===== src/common/rfac_pkg.sv =====
// Shared constants and carrier types for the register field access cells
package rfac_pkg;

	// Host port geometry
	localparam int RFAC_ADDR_W   = 4;
	localparam int RFAC_DATA_W   = 16;
	localparam int RFAC_REG_CNT  = 4;
	localparam int RFAC_ATTR_W   = 4;

	// Field attribute codes, one per bit cell
	typedef enum logic [RFAC_ATTR_W-1:0] {
		RFAC_RESERVED         = 4'h0,
		RFAC_READ_ONLY        = 4'h1,
		RFAC_WRITE_ONLY       = 4'h2,
		RFAC_READ_WRITE       = 4'h3,
		RFAC_WRITE_ONE_CLEAR  = 4'h4,
		RFAC_WRITE_ANY_CLEAR  = 4'h5,
		RFAC_CLEAR_ON_READ    = 4'h6,
		RFAC_LATCH_LOW        = 4'h7,
		RFAC_LATCH_HIGH       = 4'h8,
		RFAC_SELF_CLEARING    = 4'h9,
		RFAC_SELF_SETTING     = 4'hA,
		RFAC_RO_LATCHED_HIGH  = 4'hB
	} rfac_attr_t;

	localparam logic [RFAC_ATTR_W-1:0] RFAC_ATTR_LAST = 4'hB;

	// Reset values of the answer path
	localparam logic [RFAC_DATA_W-1:0] RFAC_DATA_RST = 16'h0000;
	localparam logic [RFAC_DATA_W-1:0] RFAC_UNREAD   = 16'h0000;

	// Host request: one access per cycle, write wins if both strobes are high
	typedef struct packed {
		logic                   rd;
		logic                   wr;
		logic [RFAC_ADDR_W-1:0] addr;
		logic [RFAC_DATA_W-1:0] wdata;
	} rfac_req_t;

	// Answer to the host, one cycle after the request
	typedef struct packed {
		logic                   valid;
		logic                   err;
		logic [RFAC_DATA_W-1:0] rdata;
	} rfac_rsp_t;

	localparam rfac_rsp_t RFAC_RSP_RST = '{valid: 1'b0, err: 1'b0, rdata: RFAC_DATA_RST};

endpackage : rfac_pkg


===== src/rtl/rfac_bank.sv =====
// Bank of register words built from per-bit attribute cells
// What this block does
// - read-only bits return their value and ignore every write.
// - write-only bits accept writes; they always read back as zero.
// - write-one-to-clear bits clear where a one is written, keep where zero.
// - write-any-clear bits clear on any write, whatever the data.
// - clear-on-read bits return contents, then clear; writes do nothing.
// - latch-low bits hold a captured low until their register is read.
// - self-clearing bits return to zero alone; zero writes ignored; readable.
// - self-setting bits return to one alone; one writes ignored; readable.
// - read-only latched-high bits stay high after the condition until read.
// - after that read, the bit follows whether the condition persists.
// - soft-reset-immune bits keep their value on a software reset.
// - read-write bits store the written value and return it on reads.
// - readable write-any-clear bits report value and clear on any write.
`timescale 1ns/1ps
module rfac_bank
	import rfac_pkg::*;
#(
	parameter int                                   REG_CNT = RFAC_REG_CNT,
	parameter logic [REG_CNT*RFAC_DATA_W*RFAC_ATTR_W-1:0] ATTR_MAP =
		{(REG_CNT*RFAC_DATA_W){RFAC_READ_WRITE}},
	parameter logic [REG_CNT*RFAC_DATA_W-1:0]       RESET_MAP  = '0,
	parameter logic [REG_CNT*RFAC_DATA_W-1:0]       IMMUNE_MAP = '0
)
(
	// Clock and reset
	input  wire logic                           clk,
	input  wire logic                           rst_b,
	// Host access port
	input  wire rfac_req_t                      req,
	output rfac_rsp_t                           rsp_ff,
	// Software reset request, one-cycle pulse
	input  wire logic                           sw_rst,
	// Hardware conditions, events and busy levels per bit
	input  wire logic [REG_CNT*RFAC_DATA_W-1:0] hw_in,
	// Stored field values toward the device logic
	output logic      [REG_CNT*RFAC_DATA_W-1:0] field_ff
);

	localparam int BIT_CNT = REG_CNT * RFAC_DATA_W;

	// Refused at elaboration so a bad bank never reaches simulation or synthesis
	if (REG_CNT < 1 || REG_CNT > (1 << RFAC_ADDR_W))
	begin : g_bad_cnt
		$error("rfac_bank: REG_CNT out of range for the address width");
	end

	// Register index match, shared by the write and read paths
	function automatic logic addr_hit(input logic [RFAC_ADDR_W-1:0] addr, input int idx);
		addr_hit = (addr == RFAC_ADDR_W'(idx));
	endfunction : addr_hit

	// Attribute code of one cell, taken from the packed map
	function automatic logic [RFAC_ATTR_W-1:0] code_of(input int idx);
		code_of = ATTR_MAP[idx*RFAC_ATTR_W +: RFAC_ATTR_W];
	endfunction : code_of

	logic                   wr_take;
	logic                   rd_take;
	logic                   mapped;
	logic [REG_CNT-1:0]     wr_sel;
	logic [REG_CNT-1:0]     rd_sel;
	logic [BIT_CNT-1:0]     read_view;
	logic [RFAC_DATA_W-1:0] nxt_rdata;
	rfac_rsp_t              nxt_rsp;

	// A simultaneous read is dropped so a read side effect never pairs with a write
	assign wr_take = req.wr;
	assign rd_take = req.rd & ~req.wr;
	// One extra bit so a full bank of every address still counts as mapped
	assign mapped  = ({1'b0, req.addr} < (RFAC_ADDR_W+1)'(REG_CNT));

	always_comb
	begin
		for (int r = 0; r < REG_CNT; r++)
		begin
			wr_sel[r] = wr_take & addr_hit(req.addr, r);
			rd_sel[r] = rd_take & addr_hit(req.addr, r);
		end
	end

	genvar g;
	generate
		for (g = 0; g < BIT_CNT; g++)
		begin : g_cell
			localparam int REG_IDX = g / RFAC_DATA_W;
			localparam logic [RFAC_ATTR_W-1:0] CODE = code_of(g);
			if (CODE > RFAC_ATTR_LAST)
			begin : g_bad
				$error("rfac_bank: illegal attribute code");
			end
			rfac_bit_cell #(
				.ATTR      (rfac_attr_t'(CODE)),
				.RESET_BIT (RESET_MAP[g]),
				.IMMUNE    (IMMUNE_MAP[g])
			) u_cell (
				.clk      (clk),
				.rst_b    (rst_b),
				.wr_hit   (wr_sel[REG_IDX]),
				.wr_bit   (req.wdata[g % RFAC_DATA_W]),
				.rd_hit   (rd_sel[REG_IDX]),
				.sw_rst   (sw_rst),
				.hw_in    (hw_in[g]),
				.value_ff (field_ff[g]),
				.read_bit (read_view[g])
			);
		end
	endgenerate

	// Read data is the value before this cycle's clear-on-read takes effect
	always_comb
	begin
		nxt_rdata = RFAC_UNREAD;
		for (int r = 0; r < REG_CNT; r++)
		begin
			if (rd_sel[r])
				nxt_rdata = read_view[r*RFAC_DATA_W +: RFAC_DATA_W];
		end
	end

	always_comb
	begin
		nxt_rsp.valid = wr_take | rd_take;
		nxt_rsp.err   = (wr_take | rd_take) & ~mapped;
		nxt_rsp.rdata = nxt_rdata;
	end

	always_ff @(posedge clk or negedge rst_b)
	begin
		if (!rst_b)
			rsp_ff <= RFAC_RSP_RST;
		else
			rsp_ff <= nxt_rsp;
	end

endmodule : rfac_bank


===== src/rtl/rfac_bit_cell.sv =====
// One register bit cell carrying a single access attribute
`timescale 1ns/1ps
module rfac_bit_cell
	import rfac_pkg::*;
#(
	parameter rfac_attr_t ATTR      = RFAC_READ_WRITE,
	parameter logic       RESET_BIT = 1'b0,
	parameter logic       IMMUNE    = 1'b0
)
(
	// Clock and reset
	input  wire logic clk,
	input  wire logic rst_b,
	// Software side
	input  wire logic wr_hit,
	input  wire logic wr_bit,
	input  wire logic rd_hit,
	input  wire logic sw_rst,
	// Hardware side
	input  wire logic hw_in,
	// Stored value and read view
	output logic      value_ff,
	output logic      read_bit
);

	logic nxt_value;

	always_comb
	begin
		nxt_value = value_ff;
		unique case (ATTR)
			RFAC_RESERVED:
				nxt_value = RESET_BIT;
			RFAC_READ_ONLY:
				nxt_value = hw_in;
			RFAC_WRITE_ONLY, RFAC_READ_WRITE:
				nxt_value = wr_hit ? wr_bit : value_ff;
			RFAC_WRITE_ONE_CLEAR:
				nxt_value = (value_ff & ~(wr_hit & wr_bit)) | hw_in;
			RFAC_WRITE_ANY_CLEAR:
				nxt_value = (value_ff & ~wr_hit) | hw_in;
			RFAC_CLEAR_ON_READ, RFAC_LATCH_HIGH:
				nxt_value = (value_ff & ~rd_hit) | hw_in;
			RFAC_RO_LATCHED_HIGH:
				nxt_value = (value_ff & ~rd_hit) | hw_in;
			RFAC_LATCH_LOW:
				// Low condition wins over the release
				nxt_value = (value_ff | rd_hit) & hw_in;
			RFAC_SELF_CLEARING:
				// Holds while hw_in reports the action still busy
				nxt_value = (wr_hit & wr_bit) | (value_ff & hw_in);
			RFAC_SELF_SETTING:
				// Holds low while hw_in reports the action still busy
				nxt_value = ~((wr_hit & ~wr_bit) | (~value_ff & hw_in));
			default:
				nxt_value = value_ff;
		endcase
		if (sw_rst && !IMMUNE)
			nxt_value = RESET_BIT;
	end

	always_ff @(posedge clk or negedge rst_b)
	begin
		if (!rst_b)
			value_ff <= RESET_BIT;
		else
			value_ff <= nxt_value;
	end

	// Write-only and reserved bits read back as zero
	always_comb
	begin
		unique case (ATTR)
			RFAC_RESERVED, RFAC_WRITE_ONLY:
				read_bit = 1'b0;
			default:
				read_bit = value_ff;
		endcase
	end

endmodule : rfac_bit_cell


===== config.mk =====
export PLATFORM = sky130hd
export DESIGN_NAME = rfac_bank
export DESIGN_NICKNAME = d
export VERILOG_FILES = /design/src/common/rfac_pkg.sv /design/src/rtl/rfac_bank.sv /design/src/rtl/rfac_bit_cell.sv
export SDC_FILE = /design/constraint.sdc
export NUM_CORES = 1
export LEC_CHECK = 0
export ABC_AREA = 1
export BUFFER_PORTS_ARGS = -buffer_cell sky130_fd_sc_hd__buf_2
export CORE_ASPECT_RATIO = 1.5
export CORE_MARGIN = 5
export CORE_UTILIZATION = 45
export DETAILED_ROUTE_END_ITERATION = 8
export HOLD_SLACK_MARGIN = 0.1
export PLACE_DENSITY = 0.86
export SLEW_MARGIN = 20
export SYNTH_ARGS = -nofsm -noshare
export SYNTH_HDL_FRONTEND = slang
export SYNTH_HIERARCHICAL = 1
export SYNTH_SLANG_ARGS = --single-unit
export TNS_END_PERCENT = 30

===== constraint.sdc =====
create_clock -name clk -period 0.8 [get_ports clk]
set_input_delay 0.04 -clock clk [delete_from_list [all_inputs] [get_ports clk]]
set_output_delay 0.04 -clock clk [all_outputs]
set_load 0.05 [all_outputs]

==> results.md, run 1 <==
* Crit-path max FO at 3
* Pin count of the biggest net entering global routing at between 50 and 60
* Final setup violation count at just under 100
* Synthesis Warnings at 6
* Metal3 WL at between 900 and 1000 µm
* Clock slew at reported path FFs at around 0.060 ns
* IO Pins at approximately 170
* Antenna-violating nets left at 0
* Initial antenna violation count at 0
* Syn_nets at 675
* Max-cap viol count at 0
* DRT iter0 DRCs at 365
* WL per Instance at between 15 and 20 µm
* Crit path buffers/inverters at 1
* Clk_skew at 0.005226 ns
* Fin nets at 812
* Filler cell count at between 700 and 800
* Peak per-stage delay on the critical path at about 0.42 ns
* Vias in the first global route at slightly above 4000
* Fmax at about 1000 MHz
* CP endpoint kind: output pin
* CP required at ~0.76 ns
* Core area at 9744 µm²
* Hold Fails Final Rpt at 0
* Layout cells sized above 1 at 0.3008
* Clk root buf: clkbuf_16
* Drt drc at 0
* GPL Wtd Cong at about 0.78
* Worst R2R End: rsp_ff[2]$_DFF_PN0_
* Wl on met1 at approximately 5200 µm
* WS Path Type: register to output pin
* Final hold slack at 0.2004 ns
* DR pass1 iterations at 5
* Max layer used: met4
* H-Tree Depth at 3
* Multi-input gate area at approximately 1700 µm²
* Min-Delay Path Class: primary input to async pin
* CTS tree: built
* RSZ-0062 raised after global routing: true
* Cell Chain, Critical Path: buf_6
* Met2 Routed Length at 6773 µm
* Rows at 44
* Area delta synth->final at 43.66%
* Sink Count at a little over 80
* Failing checks: negative setup slack
* Wirelength, routed at ~13000 µm
* GRT overflow at 0
* Pins Over Slew Limit at 0
* Initial Utilization at 0.4611
* Worst-Margin Slew at roughly 0.31 ns
* DP Worst Slack at -0.3441 ns
* Run status: finished, violations left
* Leakage at between 3 and 4 nW
* Die area at roughly 12000 µm²
* Worst-skew pair later-pin latency at ~0.34 ns
* DP Area at roughly 5000 µm²
* Vias/cell at about 5.2
* Sequential cell area at roughly 2000 µm²
* Worst Path Arrival at about 0.93 ns
* Most frequent cells in the layout: 130 x nand2_1, 96 x nand3_1, 87 x buf_6
* Clock buffer depth at 2
* Reg2reg path depth at 3
* Setup WS post-layout at -0.1688 ns
* Vias at around 4400
* Time the worst path needs with I/O delays and setup at approximately 0.97 ns
* HPWL Detailed at 8028 µm
* Syn avg cell area at 7.667 µm²
* Cells after Synth at between 500 and 600
* Crit start category: register
* Total CTS buffers at 9
* Post-Layout Inst Area at 6455 µm²
* Rel. slew slack at 0.7935
* VDD IR-drop max at roughly 1.1 mV
* Delay-heaviest family, CP: flip-flops
* Die width at 91.59 µm
* Slowest CP cell: dfrtp_1
* P per Cell Area at 1553 nW/µm²
* Mapped cell area at approximately 4500 µm²
* Die Height at approximately 130 µm
* Period utilisation layout at 1.211
* Internal reg-to-reg setup slack at -0.13 ns
* Port bufs at between 100 and 150
* First-pass GRT wire length at about 21000 µm
* Ant. Diodes at 0
* Most common cell after layout, fill and taps aside: nand2_1
* Total GRT Usage at 0.2237
* Reg-to-reg startpoint: g_cell[2].u_cell/read_bit$_DFFE_PN0P_
-- where the power goes --
group          leakage (nW)  total [mW]  internal [mW]  switching (mW)
logic                  2.32        1.29          0.473           0.818
registers              1.14        4.24           4.19          0.0422
clock network         0.156        4.50           2.81            1.69
total                  3.62        10.0           7.48            2.55
-- metal layers --
metal / up-vias / track usage
met2: 210 / 0.3632
li1: 2091 / -
met5: - / 0
met4: 0 / 0.1124
met3: 45 / 0.04283
met1: 2035 / 0.2822
-- metrics by stage --
stage / instances / utilization / TNS, ns / power (mW)
after detailed placement: 759 / 0.5169 / -22.67 / 5.393
after floorplan: 586 / - / -23.16 / 4.908
after global routing: 843 / 0.6624 / -14.69 / 10.37
after global placement: 759 / 0.5169 / -21.15 / 5.376
after CTS: 817 / 0.6397 / -12.63 / 9.986
final: 843 / 0.6624 / -12.04 / 10.03
-- state kept, by name (all words and copies together) (netlist names) --
| register | cells |
|---|---|
| g_cell.u_cell/read_bit | 64 |
| rsp_ff | 18 |
-- how the worst max path moves through the flow --
stage	start	to	slack (ns)	depth (start not counted)
2_1_floorplan	req[19]	g_cell[16].u_cell/read_bit$_DFFE_PN0P_	-0.38	9
3_3_place_gp	req[19]	g_cell[37].u_cell/read_bit$_DFFE_PN0P_	-0.31	10
3_5_place_dp	req[19]	g_cell[9].u_cell/read_bit$_DFFE_PN0P_	-0.34	8
4_1_cts	g_cell[25].u_cell/read_bit$_DFFE_PN0P_	field_ff[25]	-0.18	1
5_1_grt	g_cell[54].u_cell/read_bit$_DFFE_PN0P_	field_ff[54]	-0.20	1
6_report	g_cell[19].u_cell/read_bit$_DFFE_PN0P_	field_ff[19]	-0.17	1
-- worst min-delay path, stage by stage --
cell,delay (ns)
dlygate4sd3_1,0.52
buf_4,0.14
buf_12,0.18
-- area by class of cell --
| type | instances | share of cell area |
|---|---|---|
| well taps | 115 | 0.02229 |
| clock buffers | 11 | 0.03760 |
| repair buffers | 204 | 0.3065 |
| inverters | 73 | 0.04652 |
| clock inverters | 5 | 0.01202 |
| multi-input cells | 353 | 0.2572 |
| flip-flops and latches | 82 | 0.3179 |
-- timing repair --
item	CTS	global route
endpoints found under the setup margin	82	155
gates cloned	0	0
buffers inserted	23	26
hold endpoints to repair	148	0
gates resized for setup	164	9
pin swaps	3	12
hold buffers	19	0
(Power assumes the default switching activity.)
==> run 2, diff against run 1 <==
==> constraint.sdc (replaced) <==
create_clock -name clk -period 0.8 [get_ports clk]
set_input_delay 0.04 -clock clk [delete_from_list [all_inputs] [get_ports clk]]
set_output_delay 0.04 -clock clk [all_outputs]
set_load 0.02 [all_outputs]
==> results.md, run 2 (synthesis results as in run 1) <==
* Reg2reg path depth at 3 (unchanged)
* Port bufs at 106 (unchanged)
* Time the worst path needs with I/O delays and setup at 0.9503 ns (-0.01845 ns)
* Clk_skew at 0.003847 ns (-0.001379 ns)
* IO Pins at 171 (unchanged)
* Slowest CP cell: dfrtp_1
* Failing checks: negative setup slack
* Setup WS post-layout at -0.1503 ns (+0.01845 ns)
* Multi-input gate area at 1660 µm² (unchanged)
* RSZ-0062 raised after global routing: true
* DRT iter0 DRCs at 374 (+2.5%)
* Internal reg-to-reg setup slack at -0.14 ns (about the same)
* CTS tree: built
* GRT overflow at 0 (unchanged)
* Ant. Diodes at 0 (unchanged)
* CP endpoint kind: output pin
* Reg-to-reg startpoint: g_cell[2].u_cell/read_bit$_DFFE_PN0P_
* HPWL Detailed at 8028 µm (unchanged)
* Rows at 44 (unchanged)
* Fmax at 1052 MHz (+1.9%)
* Initial antenna violation count at 0 (unchanged)
* Final setup violation count at 99 (unchanged)
* Die Height at 132.4 µm (unchanged)
* WL per Instance at 15.65 µm (-2.2%)
* Max reg flops at 64 (unchanged)
* Placed cells at 759 (unchanged)
* H-Tree Depth at 3 (unchanged)
* Clock slew at reported path FFs at 0.06 ns (about the same)
* Initial Utilization at 0.4611 (unchanged)
* Final hold slack at 0.1984 ns (-0.001972 ns)
* P per Cell Area at 1542 nW/µm² (-0.72%)
* Crit start category: register
* Fin nets at 821 (+1.1%)
* Area delta synth->final at 42.72%
* Filler cell count at 763 (+3.8%)
* Core area at 9744 µm² (unchanged)
* CP required at 0.76 ns (about the same)
* CP startpoint: g_cell[30].u_cell/read_bit$_DFFE_PN0P_
* Layout cells sized above 1 at 0.3094 (+0.008538)
* Worst Path Arrival at 0.91 ns (-0.02 ns)
* Crit path buffers/inverters at 1 (unchanged)
* Leakage at 3.652 nW (+0.99%)
* Sink Count at 82 (unchanged)
* Worst Setup EP: field_ff[30]
* Vias in the first global route at 4055 (-2.0%)
* Worst-skew pair later-pin latency at 0.34 ns (about the same)
* Post-Layout Inst Area at 6412 µm² (-0.66%)
* Run status: finished, violations left
* Crit-path max FO at 3 (unchanged)
* Design Power at 9.888 mW (-1.4%)
* Die width at 91.59 µm (unchanged)
* Drt drc at 0 (unchanged)
* Peak per-stage delay on the critical path at 0.42 ns (about the same)
* Clk root buf: clkbuf_16
* Total CTS buffers at 9 (unchanged)
* First-pass GRT wire length at 20640 µm (-4.0%)
* VDD IR-drop max at 1.045 mV (-0.91%)
* Vias/cell at 5.135 (-1.2%)
* WS Path Type: register to output pin
* Most frequent cells in the layout: 130 x nand2_1, 96 x nand3_1, 82 x dfrtp_1
* Cell Chain, Critical Path: buf_6
* Die area at 12120 µm² (unchanged)
* Wirelength, routed at 13330 µm (-1.2%)
* Total GRT Usage at 0.2136 (-0.01006)
* Crit path depth at 1 (unchanged)
* Max-cap viol count at 0 (unchanged)
* Pins Over Slew Limit at 0 (unchanged)
* Most common cell after layout, fill and taps aside: nand2_1
* GPL Wtd Cong at 0.7820 (unchanged)
* DP Worst Slack at -0.3441 ns (unchanged)
* Pin count of the biggest net entering global routing at 57 (unchanged)
* Vias at 4375 (-0.14%)
* Delay-heaviest family, CP: flip-flops
* Period utilisation layout at 1.188 (-0.02306)
* DP Area at 5037 µm² (unchanged)
* Worst R2R End: rsp_ff[2]$_DFF_PN0_
* Worst-Margin Slew at 0.3132 ns (+0.003449 ns)
* Min-Delay Path Class: primary input to async pin
* Non-Filler Instances at 852 (+1.1%)
* DR pass1 iterations at 5 (unchanged)
* Rel. slew slack at 0.7912 (-0.002299)
* Hold Fails Final Rpt at 0 (unchanged)
* Sequential cell area at 2052 µm² (unchanged)
* Clock buffer depth at 2 (unchanged)
* Antenna-violating nets left at 0 (unchanged)
==> run 2: cell types whose count changed in the layout (fill, tap and decap cells not counted), sizes merged <==
cell	delta
buf	+9
==> run 2: cell type report <==
cell class	instances	area share
clock buffers	11	0.03785
clock inverters	5	0.01210
inverters	73	0.04683
multi-input cells	353	0.2589
flip-flops and latches	82	0.3200
well taps	115	0.02244
repair buffers	213	0.3019
==> run 2: what timing repair did <==
action / in CTS / in global routing
hold buffers: 19 / 0
pin swaps: 4 / 9
hold endpoints to repair: 148 / 0
gates resized for setup: 60 / 78
buffers inserted: 27 / 31
endpoints found under the setup margin: 82 / 153
==> run 2: per-layer routing <==
metal  up-vias  wire length (µm)  track usage
met5         -                 0            0
met4         0               383      0.09899
met3        36               924      0.03998
met2       206              6810       0.3473
met1      2023              5211       0.2733
li1       2110                 -            -
==> run 2: worst min path at each step <==
stage / startpoint / endpoint / depth (start not counted)
CTS: rst_b / g_cell[2].u_cell/read_bit$_DFFE_PN0P_ / 3
finish: rst_b / rsp_ff[13]$_DFF_PN0_ / 3
global route: rst_b / rsp_ff[2]$_DFF_PN0_ / 3
global placement: rst_b / g_cell[45].u_cell/read_bit$_DFFE_PN0P_ / 2
detailed placement: rst_b / rsp_ff[13]$_DFF_PN0_ / 2
floorplan: rst_b / g_cell[0].u_cell/read_bit$_DFFE_PN0P_ / 0
==> run 2: worst min-delay path: cells and delay by family <==
| family | cells | cell delay (ns) |
|---|---|---|
| buffers and inverters | 3 | 0.84 |
==> run 2: report_power, final <==
| group | switching (mW) | total (mW) | internal, mW |
|---|---|---|---|
| registers | 0.0405 | 4.23 | 4.19 |
| clock network | 1.67 | 4.48 | 2.81 |
| logic | 0.706 | 1.18 | 0.471 |
| total | 2.41 | 9.89 | 7.47 |
==> run 2: per-stage QoR <==
stage	util	TNS, ns
2_1_floorplan	-	-23.16
3_5_place_dp	0.5169	-22.67
3_3_place_gp	0.5169	-21.15
4_1_cts	0.6094	-11.27
5_1_grt	0.6581	-12.98
6_report	0.6581	-10.15
